File: src/include/cel_pkg.sv
// constants and types of the charge event pulse generator
// assumes a single 50 MHz clock and a 1 ms tick made from it
package cel_pkg;

    // ------------------------------------------------------------
    // timing
    // ------------------------------------------------------------
    localparam int CLK_HZ = 50_000_000;
    localparam int MS_PER_S = 1000;
    localparam int CYC_PER_MS = CLK_HZ / MS_PER_S;
    localparam int TICK_MS = 1;
    localparam int SLOT_TIME_MS = 1000;
    localparam int SHORT_PULSE_MS = 1;
    localparam int LONG_PULSE_MS = 165;
    localparam int SLOT_TICKS = SLOT_TIME_MS / TICK_MS;
    localparam int SHORT_PULSE_TICKS = SHORT_PULSE_MS / TICK_MS;
    localparam int LONG_PULSE_TICKS = LONG_PULSE_MS / TICK_MS;
    localparam int SLOT_W = 10;
    localparam int WIDTH_W = 8;

    // ------------------------------------------------------------
    // charge level
    // ------------------------------------------------------------
    localparam logic [7:0] LEVEL_FULL = 8'h64;
    localparam logic [7:0] LEVEL_EMPTY = 8'h00;

    // ------------------------------------------------------------
    // register offsets
    // ------------------------------------------------------------
    localparam logic [3:0] OFS_CFG_B = 4'h0;
    localparam logic [3:0] OFS_CFG_D = 4'h1;
    localparam logic [3:0] OFS_CFG_E = 4'h2;
    localparam logic [3:0] OFS_CFG_X = 4'h3;
    localparam logic [3:0] OFS_STEP = 4'h4;
    localparam logic [3:0] OFS_SET_TH = 4'h5;
    localparam logic [3:0] OFS_CLR_TH = 4'h6;
    localparam logic [3:0] OFS_STATUS = 4'h7;
    localparam logic [3:0] OFS_MASK = 4'h8;
    localparam logic [3:0] OFS_STATE = 4'h9;

    // ------------------------------------------------------------
    // field positions
    // ------------------------------------------------------------
    localparam int B_INSERT_DET = 0;
    localparam int B_LOW_INT = 1;
    localparam int B_PROFILE_INT = 2;
    localparam int D_STATE_INT = 5;
    localparam int E_PEAK_INT = 5;
    localparam int X_REMOVAL_INT = 0;
    localparam int X_FIRST_MEAS = 1;
    localparam int X_FAULT_INT = 2;

    // event bits of status and mask
    localparam int EV_STEP = 0;
    localparam int EV_LOW = 1;
    localparam int EV_STATE = 2;
    localparam int EV_REMOVAL = 3;
    localparam int EV_PEAK = 4;
    localparam int EV_MEAS = 5;
    localparam int EV_FAULT = 6;
    localparam int EV_PROFILE = 7;

    // ------------------------------------------------------------
    // reset values
    // ------------------------------------------------------------
    localparam logic [7:0] RST_CFG_B = 8'h00;
    localparam logic [7:0] RST_CFG_D = 8'hC3;
    localparam logic [7:0] RST_CFG_E = 8'h73;
    localparam logic [7:0] RST_CFG_X = 8'h00;
    localparam logic [7:0] RST_STEP = 8'h00;
    localparam logic [7:0] RST_SET_TH = 8'h00;
    localparam logic [7:0] RST_CLR_TH = 8'h00;
    localparam logic [7:0] RST_MASK = 8'h00;

    // ------------------------------------------------------------
    // types
    // ------------------------------------------------------------
    typedef enum logic [1:0] {
        DIR_RELAX = 2'b00,
        DIR_CHG = 2'b01,
        DIR_DSG = 2'b10
    } cel_dir_e;

    typedef enum logic [1:0] {
        ST_IDLE = 2'b00,
        ST_PULSE = 2'b01
    } cel_fsm_e;

endpackage

File: src/include/cel_step_if.sv
// charge level and direction toward the step detector, its events back
// assumes both ends sit on the same clock
`timescale 1ns/1ps
interface cel_step_if;
    import cel_pkg::*;
    logic [7:0] level;
    logic [7:0] step;
    cel_dir_e dir;
    logic step_evt;
    logic state_evt;
    modport main (output level, output step, output dir, input step_evt, input state_evt);
    modport det (input level, input step, input dir, output step_evt, output state_evt);
endinterface

File: src/rtl/cel_event_pulse.sv
// event pulse generator toward the host: event qualification, one pulse
// per one-second slot once initialisation is done, sticky status with mask and level interrupt
// assumes all gauge inputs come from logic on i_clk; register port is plain
//
// Local design decisions: the address-and-strobe port and the register addresses.
`timescale 1ns/1ps

module cel_event_pulse
    import cel_pkg::*;
#(
    parameter int P_CYC_PER_MS = CYC_PER_MS,
    parameter logic [7:0] P_CE_MASK = 8'h01
) (
    input wire logic i_clk,
    input wire logic i_srst,
    input wire logic [3:0] i_addr,
    input wire logic [7:0] i_wr_data,
    input wire logic i_wr_en,
    input wire logic i_rd_en,
    output logic [7:0] o_rd_data,
    input wire logic i_init_done,
    input wire logic [7:0] i_level,
    input wire logic [1:0] i_dir,
    input wire logic i_battery_sensed,
    input wire logic i_host_insert,
    input wire logic i_host_remove,
    input wire logic i_peak_update,
    input wire logic [7:0] i_fault_reg,
    input wire logic [7:0] i_ctrl_reg,
    input wire logic [15:0] i_target_voltage,
    input wire logic [15:0] i_target_current,
    input wire logic i_meas_start,
    output logic o_event_pulse,
    output logic o_irq,
    output logic o_battery_present
);

    // ------------------------------------------------------------
    // state
    // ------------------------------------------------------------
    typedef struct packed {
        logic [7:0] cfg_b;
        logic [7:0] cfg_d;
        logic [7:0] cfg_e;
        logic [7:0] cfg_x;
        logic [7:0] step;
        logic [7:0] set_th;
        logic [7:0] clr_th;
        logic [7:0] mask;
        logic [7:0] status;
        logic [7:0] prev_level;
        logic [7:0] prev_fault;
        logic [7:0] prev_ce;
        logic [15:0] prev_volt;
        logic [15:0] prev_curr;
        logic primed;
        logic present;
        logic pend_short;
        logic pend_long;
        cel_fsm_e fsm;
        logic [WIDTH_W-1:0] width_cnt;
        logic [SLOT_W-1:0] slot_cnt;
        logic slot_used;
        logic pulse;
        logic irq;
        logic [7:0] rd_data;
    } cel_main_s;

    cel_main_s s_q;
    cel_main_s s_d;
    logic tick;
    logic [7:0] ev;
    logic low_hit;
    logic profile_chg;
    logic slot_free;
    logic present_d;

    // ------------------------------------------------------------
    // helpers
    // ------------------------------------------------------------
    cel_step_if step_bus ();

    cel_ms_tick #(
        .P_CYC_PER_MS(P_CYC_PER_MS)
    ) u_tick (
        .i_clk(i_clk),
        .i_srst(i_srst),
        .o_tick(tick)
    );

    cel_step_det u_step (
        .i_clk(i_clk),
        .i_srst(i_srst),
        .bus(step_bus)
    );

    assign step_bus.level = i_level;
    assign step_bus.step = s_q.step;
    assign step_bus.dir = cel_dir_e'(i_dir);

    // ------------------------------------------------------------
    // event qualification
    // ------------------------------------------------------------
    always_comb begin
        // presence follows the sensor, or the host when detection is off
        present_d = s_q.present;
        if (s_q.cfg_b[B_INSERT_DET]) begin
            present_d = i_battery_sensed;
        end else if (i_host_insert) begin
            present_d = 1'b1;
        end else if (i_host_remove) begin
            present_d = 1'b0;
        end
        low_hit = s_q.primed && i_level != s_q.prev_level && (i_level == s_q.set_th || i_level == s_q.clr_th);
        profile_chg = s_q.primed && (i_target_voltage != s_q.prev_volt || i_target_current != s_q.prev_curr
                      || (i_ctrl_reg & P_CE_MASK) != s_q.prev_ce);
        ev = 8'h00;
        ev[EV_STEP] = step_bus.step_evt;
        ev[EV_LOW] = low_hit && s_q.cfg_b[B_LOW_INT];
        ev[EV_STATE] = step_bus.state_evt && s_q.cfg_d[D_STATE_INT];
        ev[EV_REMOVAL] = s_q.present && !present_d && s_q.cfg_x[X_REMOVAL_INT]
                         && s_q.cfg_b[B_INSERT_DET];
        ev[EV_PEAK] = i_peak_update && s_q.cfg_e[E_PEAK_INT];
        ev[EV_MEAS] = i_meas_start && (i_init_done || s_q.cfg_x[X_FIRST_MEAS]);
        ev[EV_FAULT] = s_q.primed && i_fault_reg != s_q.prev_fault && s_q.cfg_x[X_FAULT_INT];
        ev[EV_PROFILE] = profile_chg && s_q.cfg_b[B_PROFILE_INT];
        // the slot limit starts only once initialisation is over
        slot_free = !s_q.slot_used || !i_init_done;
    end

    // ------------------------------------------------------------
    // next state
    // ------------------------------------------------------------
    always_comb begin
        s_d = s_q;
        s_d.rd_data = 8'h00;
        s_d.primed = 1'b1;
        s_d.prev_level = i_level;
        s_d.prev_fault = i_fault_reg;
        s_d.prev_ce = i_ctrl_reg & P_CE_MASK;
        s_d.prev_volt = i_target_voltage;
        s_d.prev_curr = i_target_current;

        s_d.present = present_d;

        // register writes
        if (i_wr_en) begin
            case (i_addr)
                OFS_CFG_B: begin
                    s_d.cfg_b = i_wr_data;
                end
                OFS_CFG_D: begin
                    s_d.cfg_d = i_wr_data;
                end
                OFS_CFG_E: begin
                    s_d.cfg_e = i_wr_data;
                end
                OFS_CFG_X: begin
                    s_d.cfg_x = i_wr_data;
                end
                OFS_STEP: begin
                    s_d.step = i_wr_data;
                end
                OFS_SET_TH: begin
                    s_d.set_th = i_wr_data;
                end
                OFS_CLR_TH: begin
                    s_d.clr_th = i_wr_data;
                end
                OFS_MASK: begin
                    s_d.mask = i_wr_data;
                end
                default: begin
                end
            endcase
        end

        // register reads; status is cleared by its read, new events win
        if (i_rd_en) begin
            case (i_addr)
                OFS_CFG_B: s_d.rd_data = s_q.cfg_b;
                OFS_CFG_D: s_d.rd_data = s_q.cfg_d;
                OFS_CFG_E: s_d.rd_data = s_q.cfg_e;
                OFS_CFG_X: s_d.rd_data = s_q.cfg_x;
                OFS_STEP: s_d.rd_data = s_q.step;
                OFS_SET_TH: s_d.rd_data = s_q.set_th;
                OFS_CLR_TH: s_d.rd_data = s_q.clr_th;
                OFS_MASK: s_d.rd_data = s_q.mask;
                OFS_STATUS: begin
                    s_d.rd_data = s_q.status;
                    s_d.status = 8'h00;
                end
                OFS_STATE: s_d.rd_data = {2'b00, s_q.present, s_q.slot_used, s_q.pend_long, s_q.pend_short,
                                          s_q.fsm};
                default: s_d.rd_data = 8'h00;
            endcase
        end
        s_d.status = s_d.status | ev;

        // one-second slots run on the millisecond tick
        if (tick) begin
            if (s_q.slot_cnt == SLOT_W'(SLOT_TICKS - 1)) begin
                s_d.slot_cnt = '0;
                s_d.slot_used = 1'b0;
            end else begin
                s_d.slot_cnt = s_q.slot_cnt + SLOT_W'(1);
            end
        end

        // pulse machine; pulses start on a tick so widths are whole ms
        case (s_q.fsm)
            ST_IDLE: begin
                if (tick && slot_free && (s_q.pend_short || s_q.pend_long)) begin
                    s_d.fsm = ST_PULSE;
                    s_d.pulse = 1'b1;
                    s_d.slot_used = 1'b1;
                    // one pulse stands for all pending events
                    s_d.pend_short = 1'b0;
                    s_d.pend_long = 1'b0;
                    if (s_q.pend_long) begin
                        s_d.width_cnt = WIDTH_W'(LONG_PULSE_TICKS);
                    end else begin
                        s_d.width_cnt = WIDTH_W'(SHORT_PULSE_TICKS);
                    end
                end
            end
            ST_PULSE: begin
                if (tick) begin
                    if (s_q.width_cnt == WIDTH_W'(1)) begin
                        s_d.fsm = ST_IDLE;
                        s_d.pulse = 1'b0;
                        s_d.width_cnt = '0;
                    end else begin
                        s_d.width_cnt = s_q.width_cnt - WIDTH_W'(1);
                    end
                end
            end
            default: begin
                s_d.fsm = ST_IDLE;
                s_d.pulse = 1'b0;
            end
        endcase

        // events of this cycle survive a take in the same cycle
        s_d.pend_long = s_d.pend_long | ev[EV_MEAS];
        s_d.pend_short = s_d.pend_short | (|(ev & ~(8'h01 << EV_MEAS)));
        s_d.irq = |(s_d.status & s_d.mask);
    end

    // ------------------------------------------------------------
    // registers
    // ------------------------------------------------------------
    always_ff @(posedge i_clk) begin
        if (i_srst) begin
            s_q <= '0;
            s_q.cfg_b <= RST_CFG_B;
            s_q.cfg_d <= RST_CFG_D;
            s_q.cfg_e <= RST_CFG_E;
            s_q.cfg_x <= RST_CFG_X;
            s_q.step <= RST_STEP;
            s_q.set_th <= RST_SET_TH;
            s_q.clr_th <= RST_CLR_TH;
            s_q.mask <= RST_MASK;
            s_q.fsm <= ST_IDLE;
        end else begin
            s_q <= s_d;
        end
    end

    assign o_rd_data = s_q.rd_data;
    assign o_event_pulse = s_q.pulse;
    assign o_irq = s_q.irq;
    assign o_battery_present = s_q.present;

endmodule

File: src/rtl/cel_ms_tick.sv
// one-cycle tick every millisecond
// assumes a free running clock; the count is a parameter to shorten runs
`timescale 1ns/1ps
module cel_ms_tick
    import cel_pkg::*;
#(
    parameter int P_CYC_PER_MS = CYC_PER_MS
) (
    input wire logic i_clk,
    input wire logic i_srst,
    output logic o_tick
);

    typedef struct packed {
        logic [31:0] cnt;
        logic tick;
    } cel_tick_s;

    cel_tick_s s_q;
    cel_tick_s s_d;

    always_comb begin
        s_d = s_q;
        s_d.tick = 1'b0;
        if (s_q.cnt == 32'(P_CYC_PER_MS - 1)) begin
            s_d.cnt = 32'h0;
            s_d.tick = 1'b1;
        end else begin
            s_d.cnt = s_q.cnt + 32'h1;
        end
    end

    always_ff @(posedge i_clk) begin
        if (i_srst) begin
            s_q <= '0;
        end else begin
            s_q <= s_d;
        end
    end

    assign o_tick = s_q.tick;

endmodule

File: src/rtl/cel_step_det.sv
// charge step crossings and charge/discharge turn detection
// assumes level and direction come from logic on the same clock
`timescale 1ns/1ps
module cel_step_det
    import cel_pkg::*;
(
    input wire logic i_clk,
    input wire logic i_srst,
    cel_step_if.det bus
);

    typedef struct packed {
        logic [7:0] prev;
        logic primed;
        cel_dir_e last_dir;
        logic have_dir;
        logic step_evt;
        logic state_evt;
    } cel_det_s;

    cel_det_s s_q;
    cel_det_s s_d;
    logic [7:0] cur;
    logic [7:0] q_prev;
    logic [7:0] q_cur;

    // a point is crossed when the step index of the level falls on charge or rises on discharge, or on discharge when the level reaches empty
    always_comb begin
        cur = (bus.level > LEVEL_FULL) ? LEVEL_FULL : bus.level;
        q_prev = 8'h00;
        q_cur = 8'h00;
        if (bus.step != 8'h00) begin
            q_prev = (LEVEL_FULL - s_q.prev) / bus.step;
            q_cur = (LEVEL_FULL - cur) / bus.step;
        end
    end

    always_comb begin
        s_d = s_q;
        s_d.step_evt = 1'b0;
        s_d.state_evt = 1'b0;
        if (s_q.primed && bus.step != 8'h00) begin
            if (bus.dir == DIR_CHG && q_cur < q_prev) begin
                s_d.step_evt = 1'b1;
            end
            if (bus.dir == DIR_DSG && (q_cur > q_prev || (cur == LEVEL_EMPTY && s_q.prev != LEVEL_EMPTY))) begin
                s_d.step_evt = 1'b1;
            end
        end
        // relaxation neither fires nor forgets the last direction
        if (bus.dir == DIR_CHG || bus.dir == DIR_DSG) begin
            if (s_q.have_dir && bus.dir != s_q.last_dir && bus.step != 8'h00) begin
                s_d.state_evt = 1'b1;
            end
            s_d.last_dir = bus.dir;
            s_d.have_dir = 1'b1;
        end
        s_d.prev = cur;
        s_d.primed = 1'b1;
    end

    always_ff @(posedge i_clk) begin
        if (i_srst) begin
            s_q <= '0;
        end else begin
            s_q <= s_d;
        end
    end

    assign bus.step_evt = s_q.step_evt;
    assign bus.state_evt = s_q.state_evt;

endmodule

File: config.mk
export PLATFORM = sky130hd
export DESIGN_NAME = cel_event_pulse
export DESIGN_NICKNAME = d
export VERILOG_FILES = /design/src/include/cel_pkg.sv /design/src/include/cel_step_if.sv /design/src/rtl/cel_event_pulse.sv /design/src/rtl/cel_ms_tick.sv /design/src/rtl/cel_step_det.sv
export SDC_FILE = /design/constraint.sdc
export NUM_CORES = 1
export LEC_CHECK = 0
export ABC_AREA = 1
export BUFFER_PORTS_ARGS = -buffer_cell sky130_fd_sc_hd__buf_2
export CAP_MARGIN = 20
export CELL_PAD_IN_SITES_DETAIL_PLACEMENT = 1
export CELL_PAD_IN_SITES_GLOBAL_PLACEMENT = 1
export CORE_AREA = 5 5 198 152
export DETAILED_ROUTE_END_ITERATION = 7
export DIE_AREA = 0 0 203 157
export PLACE_DENSITY = 0.79
export SYNTH_ARGS = -nofsm -noshare
export SYNTH_HDL_FRONTEND = slang
export SYNTH_SLANG_ARGS = --single-unit
File: constraint.sdc
create_clock -name i_clk -period 14.51 [get_ports i_clk]
set_input_delay 1.451 -clock i_clk [delete_from_list [all_inputs] [get_ports i_clk]]
set_output_delay 1.451 -clock i_clk [all_outputs]
set_load 0.03 [all_outputs]
==> impl_metrics.py <==
metrics = {
    "outcome": {
        "run_status": "completed",
    },
    "sta": {
        "fin_hold_ws_ns": 0.4589,
        "timing.clock.skew_ns": 0.01182,
        "max_slew_margin_pct": 29.98,
        "finalCriticalPeriod_ns": 13.22,
        "hold_viol_final": 0,
        "final-setup-viol-count": 0,
        "period_share_pct": 91.11,
        "report.final.slew_viol_count": 0,
        "grt_setup_unrepaired": "no",
        "tightestPinTransition_ns": 1.046,
        "max_freq_mhz": 75.64,
        "tns_setup_ns": 0,
    },
    "floorplan": {
        "num_rows": 53,
        "floorplan.initialDensity_pct": 44.74,
        "core_area_um2": 27790,
        "ios": 91,
        "die_w_um": 203,
        "die_area_um2": 31870,
        "die_y_um": 157,
    },
    "placed_design": {
        "port_buffer_count": 83,
        "postPlaceCellArea_um2": 13140,
        "dp_hpwl_um": 29330,
        "gp_congestion": 0.9525,
    },
    "grt": {
        "via_count_of_the_first_global_routing_pass": 12110,
        "grt_max_degree": 57,
        "grt_first_pass_wirelength_um": 61590,
        "global_route.overflow_total": 0,
        "antenna_found_initial": 3,
        "global_route.usage.total_pct": 23.83,
    },
    "yosys": {
        "post-synth-top-area-fraction_pct": 32.21,
        "yosys_warnings": 0,
        "synth_area_per_cell_um2": 7.047,
        "synthArstFlopShare_pct": 0,
        "synthDominantAreaCellType": "sky130_fd_sc_hd__dfxtp_1",
        "synthDistinctLibCells": 60,
        "synth-edff-count": 0,
        "synthesis.instances": 1764,
        "ffs_latches_synth": 200,
        "synth-main-ff-cell": "sky130_fd_sc_hd__dfxtp_1",
        "seq_area_frac_synth_pct": 32.21,
        "synth_top_cells_by_area": "sky130_fd_sc_hd__dfxtp_1 (32%), sky130_fd_sc_hd__nand2_1 (9.6%), sky130_fd_sc_hd__ha_1 (9.5%)",
        "syn-cell-area_um2": 12430,
    },
    "clock_network": {
        "tritoncts_num_sinks": 200,
        "cts_setup_buffers": 0,
        "clk_pin_slew_worst_paths_ns": 0.07,
        "post_cts_resize_count": 0,
        "ctsHtreeMaxLevel": 4,
        "insertion_delay_ns": 0.44,
        "cts-hold-fix-buffers": 0,
        "cts_buffer_depth": 2,
        "cts_tree": "done",
        "cts_root_buf": "sky130_fd_sc_hd__clkbuf_16",
        "cts_buffers": 17,
    },
    "layout": {
        "final_area_um2": 13790,
        "drive_gt1_share_pct": 11.38,
        "antennaDiodeCount": 0,
        "seq_area_um2": 4004,
        "multiInputGateArea_um2": 7153,
        "mostFrequentLayoutCell": "sky130_fd_sc_hd__nand2_1",
        "most-common-layout-cells": "sky130_fd_sc_hd__nand2_1 (319), sky130_fd_sc_hd__inv_1 (279), sky130_fd_sc_hd__dfxtp_1 (200), sky130_fd_sc_hd__nor2_1 (180), sky130_fd_sc_hd__a21oi_1 (107)",
        "fin_nets": 2006,
        "layout-area-overhead-vs-synth_pct": 10.91,
        "n_fill_cell": 3650,
    },
    "routing": {
        "drt-initial-drc-count": 611,
        "firstDrtPassIters": 5,
        "ant_nets": 0,
        "detail_route.wirelength_um": 37910,
        "detail_route.wl_per_cell_um": 17.21,
        "routed_via_density": 5.328,
        "route.detailed.drc": 0,
        "vias": 11730,
    },
    "critical_path": {
        "critical_path_arrival_ns": 13.55,
        "cp_common_cell": "sky130_fd_sc_hd__nand2_1",
        "critical_path_required_ns": 14.84,
        "crit_path_end_kind": "flip-flop",
        "critPathMaxStageDelay_ns": 0.33,
        "critical-path-slowest-cell": "sky130_fd_sc_hd__ha_1",
        "path_class": "in -> reg",
        "start_kind": "input port",
        "maximum_net_fanout_on_the_critical_path": 11,
    },
    "flow_run": {
        "drv_cap": 0,
    },
    "min_path": {
        "holdCritPathClass": "reg -> reg",
    },
}
[per-stage QoR]
stage	worst slack [ns]	utilization, %	std cells
after global routing	0.006906	49.62	2202
after floorplan	3.018	-	1765
after global placement	0.8567	47.30	2169
after CTS	0.6669	49.51	2201
final	1.289	49.62	2202
after detailed placement	0.2636	47.30	2169
[metal layers]
layer / global-route usage (%) / part of all wire, % / vias up
met3: 4.284 / 5.8 / 41
met4: 3.974 / 1.0 / 6
li1: - / - / 5834
met1: 32.94 / 48 / 5626
met5: 0 / 0.079 / -
met2: 39.91 / 46 / 226
[sequential cells by signal, summed over array words and instances (netlist names)]
name	flops
o_battery_present	1
o_irq	1
o_rd_data	8
s_q	136
step_bus.step	8
u_step.bus.state_evt	1
u_step.bus.step_evt	1
u_step.s_q	11
u_tick.o_tick	1
u_tick.s_q	32
[critical path: cells and delay by family]
kind | cells | cell delay (ns)
AOI/OAI and AO/OA | 29 | 4.43
adders and majority gates | 9 | 2.53
buffers and inverters | 10 | 1.22
and+or+nand+nor | 42 | 3.87
[logic make-up after synthesis]
logic type	count (synthesis)	share of synthesized area [%]
and+or+nand+nor	728	26.48
buffers and inverters	335	10.44
AOI/OAI and AO/OA	306	14.20
DFF	200	32.21
xor gates and xnor gates	99	7.096
adders and majority gates	94	9.462
other	1	0.03017
muxes	1	0.08053
[final cells by class]
cell class	count	area share [%]
multi-input cells	1230	51.88
repair buffers	89	3.340
well taps	357	3.240
flip-flops and latches	200	29.04
inverters	294	8.050
clock inverters	14	1.334
clock buffers	18	3.113
[synthesized netlist by cell type, types with 3 or more instances]
cell and n:
sky130_fd_sc_hd__nand2_1 319, sky130_fd_sc_hd__inv_1 282, sky130_fd_sc_hd__dfxtp_1 200, sky130_fd_sc_hd__nor2_1 180
sky130_fd_sc_hd__a21oi_1 108, sky130_fd_sc_hd__o21ai_0 99, sky130_fd_sc_hd__ha_1 94, sky130_fd_sc_hd__nand3_1 76
sky130_fd_sc_hd__xor2_1 61, sky130_fd_sc_hd__xnor2_1 36, sky130_fd_sc_hd__nor3_1 32, sky130_fd_sc_hd__nand4_1 29
sky130_fd_sc_hd__clkbuf_1 27, sky130_fd_sc_hd__o22ai_1 21, sky130_fd_sc_hd__nand2_2 19, sky130_fd_sc_hd__nor4_1 15
sky130_fd_sc_hd__o21ai_2 14, sky130_fd_sc_hd__or2_2 14, sky130_fd_sc_hd__o21ai_1 13, sky130_fd_sc_hd__inv_2 10
sky130_fd_sc_hd__buf_4 9, sky130_fd_sc_hd__a221oi_1 8, sky130_fd_sc_hd__and2_1 8, sky130_fd_sc_hd__o21bai_1 8
sky130_fd_sc_hd__a21o_1 6, sky130_fd_sc_hd__nor2_4 6, sky130_fd_sc_hd__nor3b_1 6, sky130_fd_sc_hd__buf_2 5
sky130_fd_sc_hd__nand3b_1 5, sky130_fd_sc_hd__nand3_2 4, sky130_fd_sc_hd__o211ai_1 4, sky130_fd_sc_hd__a211oi_1 3
sky130_fd_sc_hd__a21boi_0 3, sky130_fd_sc_hd__nand2_4 3, sky130_fd_sc_hd__nor3_2 3, sky130_fd_sc_hd__o31ai_1 3
sky130_fd_sc_hd__o41ai_1 3
[final timing paths]
kind | from | end | slack [ns] | depth (start not counted)
worst max-delay path | i_level[2] | u_step.bus.step_evt$_SDFF_PP0_ | 1.29 | 90
worst min register to register | u_tick.s_q[1]$_SDFF_PP0_ | u_tick.s_q[1]$_SDFF_PP0_ | 0.46 | 1
worst max register to register | u_step.s_q[7]$_SDFF_PP0_ | u_step.bus.step_evt$_SDFF_PP0_ | 2.41 | 77
worst min-delay path | u_tick.s_q[1]$_SDFF_PP0_ | u_tick.s_q[1]$_SDFF_PP0_ | 0.46 | 1
Power is not shown: default switching activity piles up to over one toggle a cycle in this logic, so the estimate is an artifact.
